$ cat src/core/bbx_pkg.sv
// Behaviour
// - Taken branch loads pc+k+1 in 2 cycles, else 1; overflow tests V=1
// - Minus branch taken when N is one; plus branch taken when N is zero
// - Signed ge branch when N xor V is 0; signed lt when it is 1
// - Half-carry set branch when H is 1; clear branch when H is 0
// - Transfer set branch when T is 1; transfer clear branch when T is 0
// - Unsigned lower branch taken exactly when C is 1, same target
// - Set/clear I/O bit forces the bit, keeps flags, takes 2 cycles
// - Shifts fill zero; arith right keeps bit 7; Z,C,N,V set; 1 cycle
// - Rotate inserts old carry at vacated end; bit shifted out is carry
// - Bit store copies a bit to T; bit load copies T back, no flags
// - Dedicated or indexed flag ops set or clear one status bit
// - Interrupt enable sets global flag, disable clears it, 1 cycle each
package bbx_pkg;

  localparam int unsigned PC_W   = 16;
  localparam int unsigned K_W    = 7;
  localparam int unsigned IO_N   = 8;
  localparam int unsigned IO_AW  = 3;
  localparam int unsigned ADDR_W = 5;

  // Status register bit positions
  localparam int unsigned FLAG_C = 0;
  localparam int unsigned FLAG_Z = 1;
  localparam int unsigned FLAG_N = 2;
  localparam int unsigned FLAG_V = 3;
  localparam int unsigned FLAG_S = 4;
  localparam int unsigned FLAG_H = 5;
  localparam int unsigned FLAG_T = 6;
  localparam int unsigned FLAG_I = 7;

  // Register map, one byte each
  localparam logic [ADDR_W-1:0] REG_STATUS  = 5'h00;
  localparam logic [ADDR_W-1:0] REG_PC_LO   = 5'h01;
  localparam logic [ADDR_W-1:0] REG_PC_HI   = 5'h02;
  localparam logic [ADDR_W-1:0] REG_WORK    = 5'h03;
  localparam logic [ADDR_W-1:0] REG_IO_BASE = 5'h08;

  localparam logic [7:0]      STATUS_RST = 8'h00;
  localparam logic [PC_W-1:0] PC_RST     = 16'h0000;
  localparam logic [7:0]      WORK_RST   = 8'h00;
  localparam logic [7:0]      IO_RST     = 8'h00;

  typedef enum logic [4:0] {
    OP_NOP      = 5'h00, OP_BR_LO    = 5'h01, OP_BR_MI    = 5'h02,
    OP_BR_PL    = 5'h03, OP_BR_GE    = 5'h04, OP_BR_LT    = 5'h05,
    OP_BR_HS    = 5'h06, OP_BR_HC    = 5'h07, OP_BR_TS    = 5'h08,
    OP_BR_TC    = 5'h09, OP_BR_VS    = 5'h0a, OP_SET_IO   = 5'h0b,
    OP_CLR_IO   = 5'h0c, OP_LSL      = 5'h0d, OP_LSR      = 5'h0e,
    OP_ROL      = 5'h0f, OP_ROR      = 5'h10, OP_ASR      = 5'h11,
    OP_STATUS_BIT_SET     = 5'h12, OP_STATUS_BIT_CLEAR     = 5'h13, OP_BST      = 5'h14,
    OP_BLD      = 5'h15, OP_SEC      = 5'h16, OP_CLC      = 5'h17,
    OP_SEN      = 5'h18, OP_CLN      = 5'h19, OP_SEZ      = 5'h1a,
    OP_CLZ      = 5'h1b, OP_SEI      = 5'h1c, OP_CLI      = 5'h1d,
    OP_SES      = 5'h1e, OP_CLS      = 5'h1f
  } bbx_op_t;

  typedef enum logic [0:0] {
    ST_IDLE   = 1'b0,
    ST_SECOND = 1'b1
  } bbx_state_t;

  typedef struct packed {
    bbx_op_t          op;
    logic [K_W-1:0]   k;
    logic [2:0]       bidx;
    logic [IO_AW-1:0] io_addr;
  } bbx_instr_t;

  typedef struct packed {
    logic [ADDR_W-1:0] addr;
    logic [7:0]        wdata;
    logic              wr;
    logic              rd;
  } bbx_bus_t;

endpackage

$ cat src/core/bbx_branch_cond.sv
`timescale 1ns/1ps
`default_nettype none
module bbx_branch_cond (
  input  wire bbx_pkg::bbx_op_t i_op,
  input  wire logic [7:0]       i_status,
  output logic                  o_is_branch,
  output logic                  o_take
);
  import bbx_pkg::*;

  always_comb begin
    o_is_branch = 1'b1;
    o_take      = 1'b0;
    case (i_op)
      OP_BR_LO: o_take = i_status[FLAG_C];
      OP_BR_MI: o_take = i_status[FLAG_N];
      OP_BR_PL: o_take = ~i_status[FLAG_N];
      OP_BR_GE: o_take = ~(i_status[FLAG_N] ^ i_status[FLAG_V]);
      OP_BR_LT: o_take = i_status[FLAG_N] ^ i_status[FLAG_V];
      OP_BR_HS: o_take = i_status[FLAG_H];
      OP_BR_HC: o_take = ~i_status[FLAG_H];
      OP_BR_TS: o_take = i_status[FLAG_T];
      OP_BR_TC: o_take = ~i_status[FLAG_T];
      OP_BR_VS: o_take = i_status[FLAG_V];
      default:  o_is_branch = 1'b0;
    endcase
  end

endmodule // bbx_branch_cond
`default_nettype wire

$ cat src/core/bbx_shifter.sv
`timescale 1ns/1ps
`default_nettype none
module bbx_shifter (
  input  wire bbx_pkg::bbx_op_t i_op,
  input  wire logic [7:0]       i_data,
  input  wire logic             i_carry,
  output logic                  o_is_shift,
  output logic [7:0]            o_result,
  output logic                  o_carry
);
  import bbx_pkg::*;

  always_comb begin
    o_is_shift = 1'b1;
    o_result   = i_data;
    o_carry    = i_carry;
    case (i_op)
      OP_LSL: begin
        o_result = {i_data[6:0], 1'b0};
        o_carry  = i_data[7];
      end
      OP_LSR: begin
        o_result = {1'b0, i_data[7:1]};
        o_carry  = i_data[0];
      end
      OP_ASR: begin
        o_result = {i_data[7], i_data[7:1]};
        o_carry  = i_data[0];
      end
      OP_ROL: begin
        o_result = {i_data[6:0], i_carry};
        o_carry  = i_data[7];
      end
      OP_ROR: begin
        o_result = {i_carry, i_data[7:1]};
        o_carry  = i_data[0];
      end
      default: o_is_shift = 1'b0;
    endcase
  end

endmodule // bbx_shifter
`default_nettype wire

$ cat src/core/bbx_exec.sv
`timescale 1ns/1ps
`default_nettype none
module bbx_exec (
  input  wire logic                  i_clk,
  input  wire logic                  i_rst,
  input  wire logic                  i_instr_valid,
  input  wire bbx_pkg::bbx_instr_t   i_instr,
  output logic                       o_instr_ready,
  output logic                       o_done,
  output logic [bbx_pkg::PC_W-1:0]   o_pc,
  output logic [7:0]                 o_status,
  input  wire bbx_pkg::bbx_bus_t     i_bus,
  output logic [7:0]                 o_rdata
);
  import bbx_pkg::*;

  bbx_state_t       st_r, st_nxt;
  logic [7:0]       status_r, status_nxt;
  logic [PC_W-1:0]  pc_r, pc_nxt;
  logic [7:0]       work_r, work_nxt;
  logic [7:0]       io_r [IO_N];
  logic [7:0]       io_nxt [IO_N];
  bbx_instr_t       pend_r, pend_nxt;
  logic [7:0]       rdata_r, rdata_nxt;

  logic             acc;
  logic             br_is;
  logic             br_take;
  logic             sh_is;
  logic [7:0]       sh_res;
  logic             sh_c;
  logic [PC_W-1:0]  pc_seq;
  logic [PC_W-1:0]  pc_tgt;

  // Status bit chosen by a flag instruction; indexed forms use the operand
  function automatic logic [2:0] flag_sel(input bbx_op_t op,
                                          input logic [2:0] bidx);
    case (op)
      OP_SEC, OP_CLC: flag_sel = 3'(FLAG_C);
      OP_SEN, OP_CLN: flag_sel = 3'(FLAG_N);
      OP_SEZ, OP_CLZ: flag_sel = 3'(FLAG_Z);
      OP_SES, OP_CLS: flag_sel = 3'(FLAG_S);
      OP_SEI, OP_CLI: flag_sel = 3'(FLAG_I);
      default:        flag_sel = bidx;
    endcase
  endfunction

  function automatic logic is_flag_op(input bbx_op_t op);
    case (op)
      OP_STATUS_BIT_SET, OP_STATUS_BIT_CLEAR, OP_SEC, OP_CLC, OP_SEN, OP_CLN, OP_SEZ, OP_CLZ,
      OP_SEI, OP_CLI, OP_SES, OP_CLS: is_flag_op = 1'b1;
      default:                        is_flag_op = 1'b0;
    endcase
  endfunction

  function automatic logic flag_value(input bbx_op_t op);
    case (op)
      OP_STATUS_BIT_SET, OP_SEC, OP_SEN, OP_SEZ, OP_SEI, OP_SES: flag_value = 1'b1;
      default:                                         flag_value = 1'b0;
    endcase
  endfunction

  bbx_branch_cond u_cond (
    .i_op        (i_instr.op),
    .i_status    (status_r),
    .o_is_branch (br_is),
    .o_take      (br_take)
  );

  bbx_shifter u_shift (
    .i_op       (i_instr.op),
    .i_data     (work_r),
    .i_carry    (status_r[FLAG_C]),
    .o_is_shift (sh_is),
    .o_result   (sh_res),
    .o_carry    (sh_c)
  );

  assign o_instr_ready = (st_r == ST_IDLE);
  assign acc           = i_instr_valid && o_instr_ready;
  // Second cycle of a two-cycle instruction, or any single-cycle one
  assign o_done        = (st_r == ST_SECOND) ||
                         (acc && !(br_is && br_take) &&
                          i_instr.op != OP_SET_IO && i_instr.op != OP_CLR_IO);
  assign pc_seq        = pc_r + 16'h0001;
  // Offset sign-extended so backward targets wrap correctly
  assign pc_tgt        = pc_seq + {{(PC_W-K_W){i_instr.k[K_W-1]}},
                                   i_instr.k};
  assign o_pc          = pc_r;
  assign o_status      = status_r;
  assign o_rdata       = rdata_r;

  always_comb begin
    st_nxt     = st_r;
    status_nxt = status_r;
    pc_nxt     = pc_r;
    work_nxt   = work_r;
    io_nxt     = io_r;
    pend_nxt   = pend_r;
    rdata_nxt  = 8'h00;
    // Bus access first so a same-cycle instruction update wins
    if (i_bus.rd) begin
      if (i_bus.addr == REG_STATUS) begin
        rdata_nxt = status_r;
      end else if (i_bus.addr == REG_PC_LO) begin
        rdata_nxt = pc_r[7:0];
      end else if (i_bus.addr == REG_PC_HI) begin
        rdata_nxt = pc_r[15:8];
      end else if (i_bus.addr == REG_WORK) begin
        rdata_nxt = work_r;
      end else if (i_bus.addr >= REG_IO_BASE &&
                   i_bus.addr < REG_IO_BASE + 5'(IO_N)) begin
        rdata_nxt = io_r[IO_AW'(i_bus.addr - REG_IO_BASE)];
      end
    end
    if (i_bus.wr) begin
      if (i_bus.addr == REG_STATUS) begin
        status_nxt = i_bus.wdata;
      end else if (i_bus.addr == REG_PC_LO) begin
        pc_nxt[7:0] = i_bus.wdata;
      end else if (i_bus.addr == REG_PC_HI) begin
        pc_nxt[15:8] = i_bus.wdata;
      end else if (i_bus.addr == REG_WORK) begin
        work_nxt = i_bus.wdata;
      end else if (i_bus.addr >= REG_IO_BASE &&
                   i_bus.addr < REG_IO_BASE + 5'(IO_N)) begin
        io_nxt[IO_AW'(i_bus.addr - REG_IO_BASE)] = i_bus.wdata;
      end
    end
    case (st_r)
      ST_IDLE: begin
        if (i_instr_valid) begin
          pend_nxt = i_instr;
          pc_nxt   = pc_seq;
          if (br_is) begin
            if (br_take) begin
              pc_nxt = pc_tgt;
              st_nxt = ST_SECOND;
            end
          end else if (sh_is) begin
            work_nxt           = sh_res;
            status_nxt[FLAG_C] = sh_c;
            status_nxt[FLAG_Z] = (sh_res == 8'h00);
            status_nxt[FLAG_N] = sh_res[7];
            status_nxt[FLAG_V] = sh_res[7] ^ sh_c;
          end else if (is_flag_op(i_instr.op)) begin
            status_nxt[flag_sel(i_instr.op, i_instr.bidx)] =
              flag_value(i_instr.op);
          end else begin
            case (i_instr.op)
              OP_SET_IO, OP_CLR_IO: st_nxt = ST_SECOND;
              OP_BST: status_nxt[FLAG_T] = work_r[i_instr.bidx];
              OP_BLD: work_nxt[i_instr.bidx] = status_r[FLAG_T];
              default: ;
            endcase
          end
        end
      end
      ST_SECOND: begin
        st_nxt = ST_IDLE;
        // Bit write lands in the second cycle; status is left alone
        if (pend_r.op == OP_SET_IO) begin
          io_nxt[pend_r.io_addr][pend_r.bidx] = 1'b1;
        end else if (pend_r.op == OP_CLR_IO) begin
          io_nxt[pend_r.io_addr][pend_r.bidx] = 1'b0;
        end
      end
      default: st_nxt = ST_IDLE;
    endcase
  end

  always_ff @(posedge i_clk or posedge i_rst) begin
    if (i_rst) begin
      st_r     <= ST_IDLE;
      status_r <= STATUS_RST;
      pc_r     <= PC_RST;
      work_r   <= WORK_RST;
      pend_r   <= '0;
      rdata_r  <= 8'h00;
    end else begin
      st_r     <= st_nxt;
      status_r <= status_nxt;
      pc_r     <= pc_nxt;
      work_r   <= work_nxt;
      pend_r   <= pend_nxt;
      rdata_r  <= rdata_nxt;
    end
  end

  genvar gi;
  generate
    for (gi = 0; gi < IO_N; gi++) begin : g_io
      always_ff @(posedge i_clk or posedge i_rst) begin
        if (i_rst) begin
          io_r[gi] <= IO_RST;
        end else begin
          io_r[gi] <= io_nxt[gi];
        end
      end
    end
  endgenerate

  logic quiet;
  assign quiet = !i_bus.wr;
endmodule // bbx_exec
`default_nettype wire

$ cat config.mk
export PLATFORM = sky130hd
export DESIGN_NAME = bbx_exec
export DESIGN_NICKNAME = d
export VERILOG_FILES = /design/src/core/bbx_pkg.sv /design/src/core/bbx_branch_cond.sv /design/src/core/bbx_shifter.sv /design/src/core/bbx_exec.sv
export SDC_FILE = /design/constraint.sdc
export NUM_CORES = 1
export LEC_CHECK = 0
export ABC_AREA = 1
export BUFFER_PORTS_ARGS = -buffer_cell sky130_fd_sc_hd__buf_2
export CORE_ASPECT_RATIO = 2
export CORE_MARGIN = 5
export CORE_UTILIZATION = 40
export DETAILED_ROUTE_END_ITERATION = 10
export GPL_TIMING_DRIVEN = 0
export PLACE_DENSITY = 0.63
export RECOVER_POWER = 50
export SETUP_SLACK_MARGIN = 0.3
export SKIP_CTS_REPAIR_TIMING = 1
export SYNTH_ARGS = -nofsm -noshare
export SYNTH_HDL_FRONTEND = slang
export SYNTH_SLANG_ARGS = --single-unit
$ cat constraint.sdc
create_clock -name i_clk -period 4.9 [get_ports i_clk]
set_input_delay 0 -clock i_clk [delete_from_list [all_inputs] [get_ports i_clk]]
set_output_delay 0 -clock i_clk [all_outputs]
set_load 0.01 [all_outputs]
==> metrics.txt, run 1 <==
outcome=finished, violations left; violated checks=hold timing, capacitance limit, slew limit; GRT Total Usage=27.6%; Final period util=between 60 and 70%; Detailed Place HPWL=27900 µm; PD cells=approximately 450 nW/µm²; Die Ht=225 µm; largest net degree at the start of global routing=61; GRT overflow=0; die width=117 µm; # diodes=0; clock slew at reported path FFs=approximately 60 ps; CP Class=input port to asynchronous set/reset pin; number of synthesized flops with an enable pin=0; HP Class=input port to flop; Layout Nets=1614; most common cell in the netlist=nand2_1; Pleak=roughly 4.8 nW; asr flop ratio synth=100%; required time of the critical path=5150 ps; Bufs on Longest Clock Path=2; vias per inst=5.66; H-Tree Depth=4; slew margin rel.=-80.3%; Setup violations, final=0; Mapped Cells=1460; Synth area leaders=dfrtp_1, nand2_1, nor2_1, inv_1, o21ai_0; Least-Margin Pin Slew=2690 ps; synthesized area=9240 µm²; min cycle time layout=3360 ps; unrepaired setup endpoints after global routing=no; Synth area leader=dfrtp_1; FP Rows=a little under 80; sequential area share after synthesis=31.4%; TritonCTS clock tree=yes; CTS Root Cell=clkbuf_16; Main synth FF type=dfrtp_1; clk_lat worst skew=440 ps; input/output buffers=between 60 and 70; post-route ant nets=0; Area Overhead vs Synth=15.5%; Slew Viols, Final=119; Initial Utilization=40.6%; flop and latch count out of synthesis=116; Netlist cell types=48; worst-path fanout max=60; number of global-route vias before repair=slightly above 10000; share of cells above drive strength 1=around a tenth; Synth top area share=31.4%; Fillers=2435; Die ar.=26400 µm²; CTS buffer count=17; synth warn=0; startpoint types=input port; top post-synthesis cells by count=nand2_1, nor2_1, inv_1, dfrtp_1, o21ai_0; count of final hold-check violations=2; Detailed Route Iter0 Violations=757; average size of a mapped cell=6.33 µm²; Vias=between 10000 and 15000; CTS sink count=116; Routed WL=between 30000 and 40000 µm; final hold slack=-8.08 ps; initial antenna violation count=0; drt wl/cell=~20 µm; routability congestion estimate=0.982; Mapped Nets=1517; FMAX=297 MHz; first-pass GRT wire length=57000 µm; Clock Skew=about 11 ps; Post-route DRC=0; CP Capture Type=asynchronous set/reset pin; VDD IR-drop max=325 µV; Worst EP arrival=~3600 ps; Max-Cap Viols=2; core area=22700 µm²; Top Ports=70; DRT Pass-1 Iters=6; Fin Setup TNS=0 ps
placed cells by master, fill, tap and decap left out, drive strengths merged, types with 5 or more instances in the layout:
cell type	instances
a21oi	73
dfrtp	116
a211oi	5
nand3b	5
o211ai	53
clkinv	5
a21boi	7
nand3	72
xor2	18
bufinv	5
dlygate4sd3	11
nand2	491
ha	20
buf	74
o21ai	124
clkbuf	63
nor3	24
a32o	6
nor2	203
inv	145
nand4	20
metal layers:
| metal | global-route usage, % | part of all wire, % | up-vias | wire length, µm |
|---|---|---|---|---|
| met4 | 22.0 | 9.0 | 0 | 3290 |
| met1 | 28.0 | 35 | 4833 | 12800 |
| met2 | 48.7 | 50 | 461 | 18500 |
| met5 | 0 | 0 | - | 0 |
| met3 | 5.51 | 5.7 | 192 | 2100 |
| li1 | - | - | 4976 | - |
stage by stage:
| stage | util, % | setup WS, ps | instance area [µm²] | cells | total power, mW |
|---|---|---|---|---|---|
| global placement | 43.6 | 141 | 9920 | 1806 | 3.37 |
| detailed placement | 43.7 | 1840 | 9950 | 1807 | 3.40 |
| CTS | 46.6 | 1830 | 10600 | 1839 | 4.83 |
| floorplan | - | 1830 | 9240 | 1460 | 2.72 |
| finish | 46.9 | 1540 | 10700 | 1850 | 4.83 |
| global route | 46.9 | 916 | 10700 | 1850 | 5.14 |
state kept, by name, indices dropped and copies added (netlist names):
register / flops
st_r: 1
io_r: 64
work_r: 8
pend_r: 11
o_pc: 16
o_rdata: 8
o_status: 8
logic make-up after synthesis:
kind of cell | after synthesis | synth area share [%]
muxes | 2 | 0.244
adders and majority gates | 21 | 2.93
AOI/OAI and AO/OA | 280 | 17.6
and+or+nand+nor | 824 | 37.4
DFF | 116 | 31.4
xor gates and xnor gates | 20 | 1.90
buffers and inverters | 197 | 8.51
where the power goes:
part / internal [mW] / total, mW / switching, mW
combinational: 0.670 / 1.93 / 1.26
clock: 0.928 / 1.42 / 0.490
sequential: 1.19 / 1.48 / 0.294
final timing paths:
kind | slack (ps) | cells after the start | endpoint | startpoint
worst max-delay path | 1540 | 4 | o_status[7]$_DFF_PP0_ | i_rst
max in group i_clk | 1760 | 15 | o_pc[10]$_DFF_PP0_ | o_pc[2]$_DFF_PP0_
worst min-delay path | -8 | 3 | io_r[18]$_DFF_PP0_ | i_bus[4]
min in group asynchronous | 850 | 3 | io_r[39]$_DFF_PP0_ | i_rst
worst max register to register | 1760 | 15 | o_pc[10]$_DFF_PP0_ | o_pc[2]$_DFF_PP0_
worst min register to register | 530 | 2 | pend_r[13]$_DFFE_PP0P_ | pend_r[13]$_DFFE_PP0P_
worst max-delay path, stage by stage:
cell and delay (ps):
dlygate4sd3_1 530, buf_2 120, clkinvlp_2 1500, clkbuf_2 1370
layout make-up:
| cell class | count | area (µm²) | area share [%] |
|---|---|---|---|
| Buffer | 50 | 234 | 2.19 |
| Clock buffer | 20 | 457 | 4.28 |
| Clock inverter | 12 | 200 | 1.88 |
| Inverter | 147 | 553 | 5.18 |
| Multi-Input combinational cell | 1147 | 5550 | 52.0 |
| Sequential cell | 116 | 2900 | 27.2 |
| Tap cell | 280 | 350 | 3.28 |
| Timing Repair Buffer | 78 | 424 | 3.98 |
(Power assumes the default switching activity.)
==> run 2, diff against run 1 <==
==> constraint.sdc (replaced) <==
create_clock -name i_clk -period 3.2 [get_ports i_clk]
set_input_delay 0 -clock i_clk [delete_from_list [all_inputs] [get_ports i_clk]]
set_output_delay 0 -clock i_clk [all_outputs]
set_load 0.01 [all_outputs]
==> run 2 against run 1 <==
The flow finishes with violations (hold timing). Global-route usage down 0.27 points. Sequential share of layout area decreased by 0.22 points. Power up 50%.
==> metrics.txt, run 2 (synthesis gave the netlist of run 1 again) <==
outcome=finished, violations left; Vias=about 11000; hold path depth=3; Util after Layout=47.3%; routability congestion estimate=approximately 0.96; Pwr Total=7.25 mW; first-pass GRT wire length=~56000 µm; GRT Total Usage=between 20 and 30%; initial antenna violation count=0; die width=117 µm; share of cells above drive strength 1=between 10% and 20%; r2r worst-path depth=16; GRT overflow=0; H-Tree Depth=4; Initial Utilization=40.6%; CTS sink count=116; most common cell after layout, fill and taps aside=nand2_1; Top reg by flops=io_r; Fillers=2436; required time of the critical path=around 3500 ps; DRT Pass-1 Iters=5; clk_lat worst skew=440 ps; pre-CTS WS=approximately 140 ps; hold endpoint=io_r[22]$_DFF_PP0_; Die ar.=26400 µm²; Crit path largest cell delay=470 ps; CP Capture Type=flop; Detailed Place HPWL=28200 µm; Pleak=4.86 nW; Clock Skew=just under 9 ps; drt wl/cell=20.0 µm; Die Ht=roughly 220 µm; Area Overhead vs Synth=16.5%; Least-Margin Pin Slew=1370 ps; FMAX=358 MHz; reg2reg end=o_pc[10]$_DFF_PP0_; Final period util=87.2%; worst-path fanout max=6; HP Class=input port to flop; Routed WL=37200 µm; crit-path leading delay family=simple AND/OR/NAND/NOR gates; critical-path cell list=nand2_1 -> nor2_2 -> nand2_1 -> inv_2 -> nand2_1 -> nor2_2 -> xor2_1 -> inv_1 -> ha_1 -> a21oi_2 -> o21ai_2 -> nand3b_1 -> nand2_1 -> inv_1 -> nor3_2 -> o21ai_1; Placed Instances=1809; CTS buffer count=17; input/output buffers=66; Setup violations, final=0; GR Util met1=~30%; most used cell, CP=nand2_1; r2r setup slk=between 400 and 500 ps; CTS Root Cell=clkbuf_16; Global Route met3 Usage=3.70%; WP depth=16; final worst setup slack=408 ps; FP Rows=78; Top Ports=70; count of final hold-check violations=1; Worst EP arrival=3110 ps; Largest register FFs=64; Layout Nets=1630; largest net degree at the start of global routing=39; Buf/Inv on CP=3; Slowest cell on crit path=dfrtp_1; CP startpoint=o_pc[5]$_DFF_PP0_; GRT busiest layer=met2; vias per inst=roughly 5.7; final instance area=10800 µm²; most frequent cells in the layout=nand2_1, nor2_1, inv_1; Slew Viols, Final=0; CP Class=flop to flop; Fin Setup TNS=0 ps; min cycle time layout=around 2800 ps; unrepaired setup endpoints after global routing=no; core area=22700 µm²; violated checks=hold timing; Post-route DRC=0; worst hold start=i_bus[8]; DP Area=approximately 10000 µm²; TritonCTS clock tree=yes; clock slew at reported path FFs=60 ps; PD cells=between 600 and 700 nW/µm²; slew margin rel.=8.37%; startpoint types=flop; Final Non-Filler Cells=1863; Max-Cap Viols=0; Detailed Route Iter0 Violations=893; number of global-route vias before repair=9829; GR Util met2=49.7%; final hold slack=-3.04 ps; r2r startpoint=o_pc[5]$_DFF_PP0_; VDD IR-drop max=451 µV; # diodes=0; Bufs on Longest Clock Path=2; post-route ant nets=0
run 2: changes by cell type in the layout (fill, tap and decap cells not counted), moves of 3 or more:
| cell | before | now |
|---|---|---|
| a21oi_1 | 72 | 69 |
| nand2_2 | 3 | 6 |
| bufinv_16 | 5 | 1 |
| a21oi_2 | 1 | 4 |
| buf_2 | 68 | 61 |
| ha_1 | 20 | 16 |
| nor2_1 | 198 | 194 |
| clkinv_2 | 2 | 7 |
| buf_4 | 4 | 18 |
| clkbuf_1 | 43 | 50 |
| nand2_1 | 485 | 482 |
| ha_4 | 0 | 3 |
run 2: area by class of cell:
class                   count  area [µm²]  share of cell area [%]
multi-input cells        1147        5640                    52.5
inverters                 147         553                    5.14
flip-flops and latches    116        2900                    27.0
well taps                 280         350                    3.26
clock buffers              18         439                    4.08
clock inverters            11        90.1                   0.837
plain buffers              50         234                    2.17
repair buffers             94         544                    5.06
run 2: where the power goes:
part / switching [mW] / internal (mW)
logic: 2.02 / 1.16
clock network: 0.741 / 1.06
registers: 0.448 / 1.82
run 2: worst max path at each step:
stage / end / slack, ps
2_1_floorplan: o_pc[15]$_DFF_PP0_ / 680
5_1_grt: o_pc[10]$_DFF_PP0_ / 210
3_3_place_gp: o_pc[10]$_DFF_PP0_ / 130
6_report: o_pc[10]$_DFF_PP0_ / 410
4_1_cts: o_pc[10]$_DFF_PP0_ / 120
3_5_place_dp: o_pc[10]$_DFF_PP0_ / 140
run 2: per-layer routing:
layer	vias to the layer above	routed length, µm
li1	5001	-
met4	0	2470
met2	473	19500
met1	4945	13300
met5	-	0
met3	130	1960
run 2: worst min-delay path: stages:
cell and delay [ps]:
buf_2 190, nor2_1 130, o21ai_1 70
==> run 3, diff against run 2 <==
==> constraint.sdc (replaced) <==
create_clock -name i_clk -period 3.2 [get_ports i_clk]
set_input_delay 0.32 -clock i_clk [delete_from_list [all_inputs] [get_ports i_clk]]
set_output_delay 0.32 -clock i_clk [all_outputs]
set_load 0.01 [all_outputs]
==> run 3 against run 2 <==
Largest cell class unchanged. Fmax fell by 0.43%. Utilization fell by 0.37 points. Worst hold slack improved by 99 ps. Setup slack got worse by 12 ps. Design area fell by 0.79%. Critical path type unchanged. Die area did not move. Sequential power barely moved. The flow now finishes without violations. Global-route usage did not move. Cell count fell by 0.59%. Via count fell by 0.49%. Critical path depth did not move.
==> metrics.txt, run 3 (synthesis gave the netlist of run 1 again) <==
Clock Skew=7.53 ps; r2r startpoint=o_pc[5]$_DFF_PP0_; crit-path leading delay family=simple AND/OR/NAND/NOR gates; largest net degree at the start of global routing=39; drt wl/cell=20.1 µm; Max-Cap Viols=0; FMAX=357 MHz; Setup violations, final=0; Routed WL=37200 µm; FP Rows=slightly below 80; first-pass GRT wire length=roughly 56000 µm; core area=22700 µm²; pre-CTS WS=137 ps; hold endpoint=pend_r[0]$_DFFE_PP0P_; count of final hold-check violations=0; Pwr Total=between 7 and 8 mW; Pleak=4.84 nW; clock slew at reported path FFs=60 ps; unrepaired setup endpoints after global routing=no; number of global-route vias before repair=9829; worst hold start=i_instr[0]; worst-path fanout max=6; clk_lat worst skew=440 ps; sequential share of power=31.2%; switch share=44.2%; Largest register FFs=64; area of the multi-input gates=5640 µm²; Fillers=approximately 2400; Slew Viols, Final=0; CTS sink count=around 120; Die ar.=26400 µm²; CTS buffer count=17; CP Class=flop to flop; H-Tree Depth=4; Slowest cell on crit path=dfrtp_1; Layout Nets=roughly 1600; internal power=4.05 mW; r2r worst-path depth=16; VDD IR-drop max=460 µV; FF+latch area=2910 µm²; required time of the critical path=3520 ps; Top Ports=70; startpoint types=flop; Least-Margin Pin Slew=1430 ps; share of cells above drive strength 1=12.0%; CP Capture Type=flop; DRT Pass-1 Iters=6; reg2reg end=o_pc[10]$_DFF_PP0_; most used cell, CP=nand2_1; Crit path largest cell delay=roughly 470 ps; P_sw=3.22 mW; GRT overflow=0; part of the power in combinational logic=43.8%; Detailed Route Iter0 Violations=around 860; final worst setup slack=396 ps; TritonCTS clock tree=yes; vias per inst=5.67; clock share of power=between 20% and 30%; Buf/Inv on CP=3; Final period util=87.6%; post-route ant nets=0; Top reg by flops=io_r; HP Class=input port to flop; PD cells=681 nW/µm²; r2r setup slk=400 ps; min cycle time layout=2800 ps; initial antenna violation count=0; Bufs on Longest Clock Path=2; slew margin rel.=4.51%; GRT Total Usage=27.3%; Vias=10500; hold path depth=3; routability congestion estimate=0.958; Post-route DRC=0; most frequent cells in the layout=nand2_1, nor2_1, inv_1; Area Overhead vs Synth=15.6%; Detailed Place HPWL=about 28000 µm; input/output buffers=between 60 and 70; # diodes=0; outcome=finished, final reports clean; critical-path cell list=nand2_1 -> nor2_2 -> nand2_1 -> inv_2 -> nand2_1 -> nor2_2 -> xor2_1 -> inv_1 -> ha_1 -> a21oi_2 -> o21ai_2 -> nand3b_1 -> nand2_1 -> inv_1 -> nor3_2 -> o21ai_1; CTS Root Cell=clkbuf_16; Worst EP arrival=3120 ps; Die Ht=225 µm; Initial Utilization=40.6%; die width=approximately 120 µm; Fin Setup TNS=0 ps; most common cell after layout, fill and taps aside=nand2_1
## run 3: cell count changes in the layout (fill, tap and decap cells not counted)
cell            delta
dfrtp_1            -5
clkbuf_1           -9
buf_2              +9
dlymetal6s4s_1     +1
dlygate4sd3_1     -11
clkbuf_2           -1
dfrtp_2            +5
## run 3: cell type report
class | count | area share, %
clock inverter | 11 | 0.844
sequential | 116 | 27.3
buffer | 50 | 2.19
multi-input combinational | 1147 | 52.9
timing repair buffer | 83 | 4.24
tap | 280 | 3.28
clock buffer | 18 | 4.11
inverter | 147 | 5.18
## run 3: power groups by stage
stage	sequential, mW	clock, mW	combinational [mW]
CTS	2.26	1.82	2.94
floorplan	2.16	0	2.01
global route	2.30	1.87	3.54
detailed placement	2.28	0	2.92
finish	2.27	1.81	3.19
global placement	2.28	0	2.88
## run 3: worst min-delay path, delay by kind of cell
family | cells | cell delay [ps]
buf+inv | 1 | 80
compound gates | 1 | 60
simple gates | 1 | 40
## run 3: worst max path at each step
| stage | start | to | cells past startpoint |
|---|---|---|---|
| floorplan | o_pc[1]$_DFF_PP0_ | o_pc[15]$_DFF_PP0_ | 20 |
| global placement | o_pc[2]$_DFF_PP0_ | o_pc[10]$_DFF_PP0_ | 15 |
| detailed placement | o_pc[2]$_DFF_PP0_ | o_pc[10]$_DFF_PP0_ | 15 |
| CTS | o_pc[2]$_DFF_PP0_ | o_pc[10]$_DFF_PP0_ | 15 |
| global route | i_rst | o_pc[6]$_DFF_PP0_ | 4 |
| finish | o_pc[5]$_DFF_PP0_ | o_pc[10]$_DFF_PP0_ | 16 |
## run 3: per-stage QoR
stage	std cells	instance area, µm²	util [%]	hold WS (ps)
after CTS	1838	10500	46.2	3.90
after global routing	1852	10700	46.9	119
after detailed placement	1809	9980	43.9	465
after global placement	1806	9920	43.6	490
after floorplan	1460	9240	-	441
final	1852	10700	46.9	96.1
## run 3: layer usage
layer	GRT usage [%]	wire (µm)	vias up
met1	29.2	13400	4911
met3	3.70	1950	131
met4	17.9	2520	0
li1	-	-	4974
met5	0	0	-
met2	49.7	19400	481
